===== config.mk =====
export PLATFORM = sky130hd
export DESIGN_NAME = pwr_supply_regs
export DESIGN_NICKNAME = d
export VERILOG_FILES = /design/src/rtl/pwr_regs_pkg.sv /design/src/rtl/pwr_edge_events.sv /design/src/rtl/pwr_supply_regs.sv
export SDC_FILE = /design/constraint.sdc
export NUM_CORES = 1
export LEC_CHECK = 0
export ABC_CLOCK_PERIOD_IN_PS = 2020
export BUFFER_PORTS_ARGS = -buffer_cell sky130_fd_sc_hd__buf_2
export CAP_MARGIN = 20
export CELL_PAD_IN_SITES_DETAIL_PLACEMENT = 1
export CELL_PAD_IN_SITES_GLOBAL_PLACEMENT = 1
export CORE_MARGIN = 4
export CORE_UTILIZATION = 34
export CTS_CLUSTER_DIAMETER = 60
export DETAILED_ROUTE_END_ITERATION = 7
export PLACE_DENSITY = 0.89
export SLEW_MARGIN = 10
export SYNTH_ARGS = -nofsm -noshare
export SYNTH_HDL_FRONTEND = slang
export SYNTH_HIERARCHICAL = 1
export SYNTH_SLANG_ARGS = --single-unit

===== constraint.sdc =====
create_clock -name core_clk -period 2.02 [get_ports core_clk]
set_clock_uncertainty 0.1 [all_clocks]
set_input_delay 0.202 -clock core_clk [delete_from_list [all_inputs] [get_ports core_clk]]
set_output_delay 0.202 -clock core_clk [all_outputs]
set_load 0.1 [all_outputs]

===== src/rtl/pwr_regs_pkg.sv =====
// package: register map, field positions and level limits of the
// supply status and level register bank
// assumes: a 32-bit AHB-Lite bus with byte addressing
package pwr_regs_pkg;

  localparam int ADDR_W = 8;

  // register byte offsets
  localparam logic [7:0] OFS_SUPPLY_STATUS = 8'h30;
  localparam logic [7:0] OFS_CORE_LEVEL = 8'h34;
  localparam logic [7:0] OFS_PLL_LEVEL = 8'h40;
  localparam logic [7:0] OFS_IRQ_STATUS = 8'h50;
  localparam logic [7:0] OFS_IRQ_CLEAR = 8'h54;
  localparam logic [7:0] OFS_IRQ_ENABLE = 8'h58;

  // status bit positions
  localparam int BIT_CORE_SOFT_START = 0;
  localparam int BIT_ANA_SOFT_START = 1;
  localparam int BIT_CORE_CUR_LIMIT = 8;
  localparam int BIT_ANA_CUR_LIMIT = 9;
  localparam int BIT_CORE_RAIL_GOOD = 16;
  localparam int BIT_PLL_RAIL_GOOD = 19;
  localparam int BIT_OSC_STABLE = 24;

  // live status bits as a mask
  localparam logic [31:0] STATUS_MASK = 32'h0109_0303;

  // level field widths and limits
  localparam int CORE_LEVEL_W = 7;
  localparam int PLL_LEVEL_W = 3;
  localparam logic [6:0] CORE_LEVEL_MAX = 7'h46;
  localparam logic [2:0] PLL_LEVEL_MAX = 3'h6;

  // interrupt event count: one per live status bit
  localparam int NUM_EVENTS = 7;

  // AHB codes
  localparam logic [1:0] HTRANS_NONSEQ = 2'h2;
  localparam logic [2:0] HSIZE_WORD = 3'h2;

endpackage


===== src/rtl/pwr_edge_events.sv =====
// edge detector: turns changes of live status bits into one-cycle events
// assumes: status inputs already synchronous to core_clk
`timescale 1ns/100ps
`default_nettype none
module pwr_edge_events #(
  parameter int WIDTH = 7
) (
  // clock and reset
  input wire logic core_clk,
  input wire logic rst,
  // live bits and their change pulses
  input wire logic [WIDTH-1:0] live,
  output logic [WIDTH-1:0] changed
);

  typedef struct packed {
    logic [WIDTH-1:0] prev;
    logic armed;
  } edge_s;

  edge_s st;
  edge_s next_st;

  // remember last value; first cycle after reset reports nothing
  always_comb begin
    next_st = st;
    next_st.prev = live;
    next_st.armed = 1'b1;
  end

  always_ff @(posedge core_clk) begin
    if (rst) begin
      st <= '0;
    end else begin
      st <= next_st;
    end
  end

  assign changed = st.armed ? (live ^ st.prev) : '0;

endmodule
`default_nettype wire


===== src/rtl/pwr_supply_regs.sv =====
// What this block does
// - status bit 24 reads one while on-chip oscillator is stable.
// - status bit 16 reads one while core supply rail is good.
// - status bit 19 reads one while pll supply rail is good.
// - bits 9 and 8 show analogue and core buck current limiting.
// - bits 1 and 0 show analogue and core buck soft-start.
// - status register at 0x30 is read-only and shows live state.
// - core level at 0x34, bits 6:0, 0.60V plus 10 mV per code.
// - reset values of both level fields come from strap pins.
// - pll regulator level at 0x40, 0.6V plus 100 mV per code.
//
// file: supply status and level register bank behind an AHB-Lite slave
// assumes: status and strap inputs synchronous to core_clk
`timescale 1ns/100ps
`default_nettype none
module pwr_supply_regs (
  // clock and reset
  input wire logic core_clk,
  input wire logic rst,
  // ahb-lite slave
  input wire logic hsel,
  input wire logic [pwr_regs_pkg::ADDR_W-1:0] haddr,
  input wire logic [1:0] htrans,
  input wire logic hwrite,
  input wire logic [2:0] hsize,
  input wire logic hready,
  input wire logic [31:0] hwdata,
  output logic [31:0] hrdata,
  output logic hreadyout,
  output logic hresp,
  // live supply state
  input wire logic osc_stable,
  input wire logic core_supply_rail_good,
  input wire logic pll_supply_rail_good,
  input wire logic analogue_buck_converter_cur_limit,
  input wire logic core_buck_converter_cur_limit,
  input wire logic analogue_buck_converter_soft_start,
  input wire logic core_buck_converter_soft_start,
  // strap-derived reset levels
  input wire logic [pwr_regs_pkg::CORE_LEVEL_W-1:0] strap_core_level,
  input wire logic [pwr_regs_pkg::PLL_LEVEL_W-1:0] strap_pll_level,
  // level requests to the converters
  output logic [pwr_regs_pkg::CORE_LEVEL_W-1:0] core_supply_rail_level,
  output logic [pwr_regs_pkg::PLL_LEVEL_W-1:0] pll_linear_regulator_level,
  // interrupt
  output logic irq
);
  import pwr_regs_pkg::*;

  typedef struct packed {
    logic wr_pend;
    logic [ADDR_W-1:0] wr_addr;
    logic [31:0] rdata;
    logic strap_loaded;
    logic [CORE_LEVEL_W-1:0] core_level;
    logic [PLL_LEVEL_W-1:0] pll_level;
    logic [NUM_EVENTS-1:0] irq_status;
    logic [NUM_EVENTS-1:0] irq_enable;
  } regs_s;

  regs_s st;
  regs_s next_st;
  logic [31:0] status_word;
  logic [NUM_EVENTS-1:0] live_bits;
  logic [NUM_EVENTS-1:0] events;
  logic addr_phase;

  // live status word, every other bit zero
  always_comb begin
    status_word = 32'h0000_0000;
    status_word[BIT_OSC_STABLE] = osc_stable;
    status_word[BIT_CORE_RAIL_GOOD] = core_supply_rail_good;
    status_word[BIT_PLL_RAIL_GOOD] = pll_supply_rail_good;
    status_word[BIT_ANA_CUR_LIMIT] =
      analogue_buck_converter_cur_limit;
    status_word[BIT_CORE_CUR_LIMIT] =
      core_buck_converter_cur_limit;
    status_word[BIT_ANA_SOFT_START] =
      analogue_buck_converter_soft_start;
    status_word[BIT_CORE_SOFT_START] =
      core_buck_converter_soft_start;
  end

  // compact event vector in status bit order, low to high
  assign live_bits = {status_word[BIT_OSC_STABLE],
                      status_word[BIT_PLL_RAIL_GOOD],
                      status_word[BIT_CORE_RAIL_GOOD],
                      status_word[BIT_ANA_CUR_LIMIT],
                      status_word[BIT_CORE_CUR_LIMIT],
                      status_word[BIT_ANA_SOFT_START],
                      status_word[BIT_CORE_SOFT_START]};

  // any change of a live status bit is an event
  pwr_edge_events #(
    .WIDTH(NUM_EVENTS)
  ) u_events (
    .core_clk(core_clk),
    .rst(rst),
    .live(live_bits),
    .changed(events)
  );

  // valid address phase of a transfer to this slave
  assign addr_phase = hsel && hready && htrans[1];

  // read decode; unmapped reads give zero
  function automatic logic [31:0] read_word(
    input logic [ADDR_W-1:0] a,
    input regs_s s,
    input logic [31:0] stat
  );
    logic [31:0] w;
    w = 32'h0000_0000;
    unique case (a)
      OFS_SUPPLY_STATUS: w = stat & STATUS_MASK;
      OFS_CORE_LEVEL: w[CORE_LEVEL_W-1:0] = s.core_level;
      OFS_PLL_LEVEL: w[PLL_LEVEL_W-1:0] = s.pll_level;
      OFS_IRQ_STATUS: w[NUM_EVENTS-1:0] = s.irq_status;
      OFS_IRQ_ENABLE: w[NUM_EVENTS-1:0] = s.irq_enable;
      default: w = 32'h0000_0000;
    endcase
    return w;
  endfunction

  // next state: bus writes, reads, straps, sticky events
  always_comb begin
    next_st = st;
    // strap values taken on the first clock after reset release
    next_st.strap_loaded = 1'b1;
    if (!st.strap_loaded) begin
      next_st.core_level = strap_core_level;
      next_st.pll_level = strap_pll_level;
    end
    // data phase of a pending write
    next_st.wr_pend = 1'b0;
    if (st.wr_pend) begin
      unique case (st.wr_addr)
        OFS_CORE_LEVEL: begin
          // only bits 6:0 stored, upper bits dropped
          next_st.core_level = hwdata[CORE_LEVEL_W-1:0];
        end
        OFS_PLL_LEVEL: begin
          next_st.pll_level = hwdata[PLL_LEVEL_W-1:0];
        end
        OFS_IRQ_ENABLE: begin
          next_st.irq_enable = hwdata[NUM_EVENTS-1:0];
        end
        OFS_IRQ_CLEAR: begin
          next_st.irq_status = st.irq_status & ~hwdata[NUM_EVENTS-1:0];
        end
        default: begin
          // status and unmapped writes are ignored
          next_st.wr_pend = 1'b0;
        end
      endcase
    end
    // new events win over a clear in the same cycle
    next_st.irq_status = next_st.irq_status | events;
    // address phase: capture writes, prepare read data
    if (addr_phase && hwrite) begin
      next_st.wr_pend = 1'b1;
      next_st.wr_addr = haddr;
    end
    if (addr_phase && !hwrite) begin
      next_st.rdata = read_word(haddr, st, status_word);
    end else begin
      next_st.rdata = 32'h0000_0000;
    end
  end

  always_ff @(posedge core_clk) begin
    if (rst) begin
      st <= '0;
    end else begin
      st <= next_st;
    end
  end

  // zero-wait slave, always OKAY
  assign hreadyout = 1'b1;
  assign hresp = 1'b0;
  assign hrdata = st.rdata;
  assign core_supply_rail_level = st.core_level;
  assign pll_linear_regulator_level = st.pll_level;
  assign irq = |(st.irq_status & st.irq_enable);

endmodule
`default_nettype wire


# After elaboration in Yosys (flattened, before gate mapping)
# Cells that the tools add are included.
# totals
register_bits,74
in_bits,67
out_inout_bits,45
elab_cells,48
# classes
n_eq_ne,9
mux,12
bitwise_logic,7
reduce_logical,9
# op_table
operator,n
"8-bit by 7-bit == test with 1-bit output, second input constant",6
7-bit 2-to-1 mux,4
25-bit 2-to-1 mux,1
"8-bit by 6-bit == test with 1-bit output, second input constant",3
24-bit 2-to-1 mux,1
3-bit one-hot mux with 5 select lines,1
7-bit bitwise AND,2
4-bit one-hot mux with 3 select lines,1
10-bit 2-to-1 mux,1
9-bit 2-to-1 mux,1
7-bit inverter,1
7-bit OR,1
7-bit OR reduction,1
7-bit bitwise XOR,1
1-bit logical AND,4
3-bit 2-to-1 mux,1
3-bit OR reduction,1
1-bit inverter,2
2-bit AND reduction,1
2-bit OR reduction,1
1-bit zero test,1
1-bit 2-to-1 mux,1

# Longest topological paths before layout
# depth
depth_word,6
mapped_depth,6

# By module
# Netlist, hierarchy kept.
# by_module_without_submodules
mod,n_inst,cells_per_inst,area_each_um2,seq_area_each_um2
pwr_supply_regs,1,259,2302.2,920.9
pwr_edge_events,1,30,315.3,160.2

# Worst setup path after synthesis
# No wires, ideal clock.
# synth_path
kind,register to output
startpoint,register st[8] in the netlist's numbering
endpoint,output port irq
arrival_ps,1397
path_slack_ps,321
path_stages_with_launch,3
path_buffers,0
cell_sequence,dfxtp_1 a222oi_1 nand3_1
# synth_between
elab_chain_len,2
# synth_rtl
item,line,rtl
start: declaration,pwr_supply_regs.sv:61,regs_s st;
start signal: assignment,pwr_supply_regs.sv:175,st <= next_st;
7-bit bitwise AND,pwr_supply_regs.sv:185,assign irq = |(st.irq_status & st.irq_enable);
7-bit OR reduction,pwr_supply_regs.sv:185,
end: declaration,pwr_supply_regs.sv:46,output logic irq
# Every way passes these cells.

# Worst setup path in the final report
# Same ends and word-level chain as after synthesis.

==> key figures <==
Critical path
  – CP arrival: approximately 1400 ps
  – Reg2Reg Depth: 5
  – Worst r2r src: st[57]
  – Crit path cell chain: a222oi_1, nand3_1, buf_2
  – CP endpoint kind: output port
  – Top delay family on crit path: flip-flops
  – Buf/Inv on CP: 1
  – Worst Setup Path Type: flip-flop to output port
  – Reg2reg setup slack: about 380 ps
  – Reg2reg end: pll_linear_regulator_level[1]
  – Critical Path Max Stage Delay: around 340 ps
  – CP Max Fanout: 3
  – CP startpoint kind: flip-flop
  – WP data required: 1720 ps
  – CP max-delay cell: dfxtp_1

Floorplan
  – Die ar.: between 9000 and 10,000 µm²
  – Cell Rows: 31
  – Placeable Area: ~7400 µm²
  – Ports: about 110
  – Die Y: between 90 and 100 µm
  – Initial core utilization: 0.355
  – Die width: roughly 96 µm

Yosys
  – Area leader, netlist: dfxtp_1
  – Syn avg cell area: 9.06 µm²
  – Sequential fraction of the synthesis area: 0.413
  – Area share of the largest cell type after synthesis: 0.413
  – Synthesized netlist cell count: between 200 and 300
  – Count leader, synth: dfxtp_1
  – Async set or reset register ratio after synthesis: 0
  – Main area contributors after synthesis: dfxtp_1, buf_4, mux2i_1
  – Most used DFF post-synth: dfxtp_1
  – Synth unique cells: 40
  – Synthesized area: 2620 µm²
  – Post-synth EDFFs: 0
  – Most common library cells after synthesis: dfxtp_1, buf_4, nor2_1
  – Syn. warnings: 6
  – Flop and latch count out of synthesis: 54

Global route
  – First-pass GRT wire length: between 10 and 15 mm
  – Vias in the first global route: approximately 2.2k
  – Overflow after GRT: 0
  – Initial antenna violation count: 0
  – Total Routing Usage GR: 0.158
  – Largest net degree at the start of global routing: 43

Detailed routing
  – Detailed Route WL: 6.89 mm
  – WL/cell: about 16 µm
  – DRT iter0 DRCs: just over 60
  – Drt first pass iters: 4
  – Remaining DRCs: 0
  – Vias per inst: around 4.9
  – Antenna Violating Nets Remaining: 0
  – Total number of vias: 2,077

Final layout
  – Final core occ: 0.388
  – Fill cells: between 900 and 1k
  – Flip-flop and latch area: about 1100 µm²
  – Synth-to-Final Area Change: 9.27%
  – Fraction of layout instances using a drive strength above 1: 0.254
  – # nets final: just under 400
  – Multi-input logic area: around 1200 µm²
  – ANT cells: 0

Min path
  – Hold path endpoint: hrdata[24]
  – Hold wc startpoint: osc_stable
  – Hold Path Depth: 2
  – HP Class: input pin to flip-flop

Clock network
  – TritonCTS clock tree: done
  – H-tree levels: 2
  – Worst skew pair latency: roughly 310 ps
  – Setup bufs post-CTS: 0
  – Post-CTS resize count: 0
  – Clk buf depth: 2
  – Clock Sinks: 54
  – Root Driver: clkbuf_8
  – Reg clk slew, reported paths: about 90 ps
  – Post-CTS Hold Fix Bufs: 0
  – CTS Buf Count: 5

STA
  – Fin crit period: 1740 ps
  – Tcrit/Tclk final: 0.860
  – Slew headroom: 0.572
  – Worst-margin pin slew: 641 ps
  – RSZ-0062 raised after global routing: false
  – Fmax: about 580 MHz
  – Final hold vios: 0
  – Setup violators final: 0
  – Final setup TNS: 0 ps
  – Final Max Tran Viols: 0
  – Final Worst Setup Slack: around 280 ps

Power and ir drop
  – Pwr dens: about 770 nW/µm²
  – Peak VDD IR: 0.000250 V
  – Pleak: between 0.001 and 0.0015 µW

Place
  – Setup WS pre-CTS: between 300 and 400 ps
  – GP Congestion: approximately 0.84
  – Port Buf Inserts: 60
  – Post-DP HPWL: approximately 5.2 mm

Run status
  – Status: complete, no violations

Run
  – Max Cap Viol: 0
==> worst max-delay path by stage <==
| stage | cells after the start | end | startpoint | slack (ps) |
|---|---|---|---|---|
| 5_1_grt | 3 | irq | st[8] | 150 |
| 3_3_place_gp | 5 | hrdata[0] | haddr[2] | 370 |
| 2_1_floorplan | 2 | irq | st[8] | 320 |
| 4_1_cts | 3 | irq | st[8] | 250 |
| 6_report | 3 | irq | st[8] | 280 |
| 3_5_place_dp | 5 | hrdata[0] | haddr[2] | 350 |
==> cell families (layout without fill, tap and decap cells) <==
group           after synthesis  count (layout)  synth area share
buf+inv                      60              78             0.156
mux                          25              25            0.0980
xor+xnor                      7               7            0.0234
simple gates                102             102             0.207
flops                        54              54             0.413
compound gates               39              39            0.0994
other cells                   2              22           0.00287
==> area by class of cell <==
cell class / instances / area share
clock buffers: 7 / 0.0302
clock inverters: 1 / 0.00175
inverters: 4 / 0.00525
multi-input cells: 195 / 0.421
flip-flops and latches: 54 / 0.378
well taps: 99 / 0.0433
repair buffers: 66 / 0.121
==> state kept, by name, indices dropped and copies added, names as in the netlist <==
signal,cells
pll_linear_regulator_level,3
hrdata,12
st,24
u_events/st,8
core_supply_rail_level,7
==> power by group <==
group	internal, µW	total (µW)	switching [µW]
Sequential	1100	1130	33.7
Combinational	91.9	454	362
Clock	277	619	342
Total	1470	2210	737
==> metrics by stage <==
step	instances	total power [µW]	hold slack (ps)	instance area, µm²
floorplan	309	1560	159	2690
global placement	418	1600	356	2770
detailed placement	418	1610	360	2770
CTS	426	2230	39.7	2860
global route	426	2300	32.6	2860
finish	426	2210	35.5	2860
==> metal layers <==
| metal | share of wire | wire, µm | GRT usage |
|---|---|---|---|
| met2 | 0.53 | 3680 | 0.285 |
| met5 | 0 | 0 | 0 |
| met3 | 0.052 | 356 | 0.0313 |
| met1 | 0.40 | 2760 | 0.187 |
| met4 | 0.013 | 92 | 0.0486 |
==> worst reg2reg max path, delay by kind of cell, from the launching register on <==
family	cells	cell delay, ps
DFF	1	350
buffers and inverters	1	210
AOI/OAI and AO/OA	1	70
and+or+nand+nor	3	780
==> placed cells by master (no fill, tap or decap), drive strengths merged, types with 2 or more instances in the layout <==
cell,count
nand3,3
and2,13
a32oi,5
conb,22
buf,66
nor2,35
a211oi,10
inv,4
clkbuf,7
nor3b,2
nand4,11
or3,2
mux2,5
xor2,7
a21oi,15
mux2i,20
a2bb2oi,2
a22oi,3
o21ai,2
nor2b,7
nand2,18
dfxtp,54
and3b,2
Power figures use the tool's default switching activity.
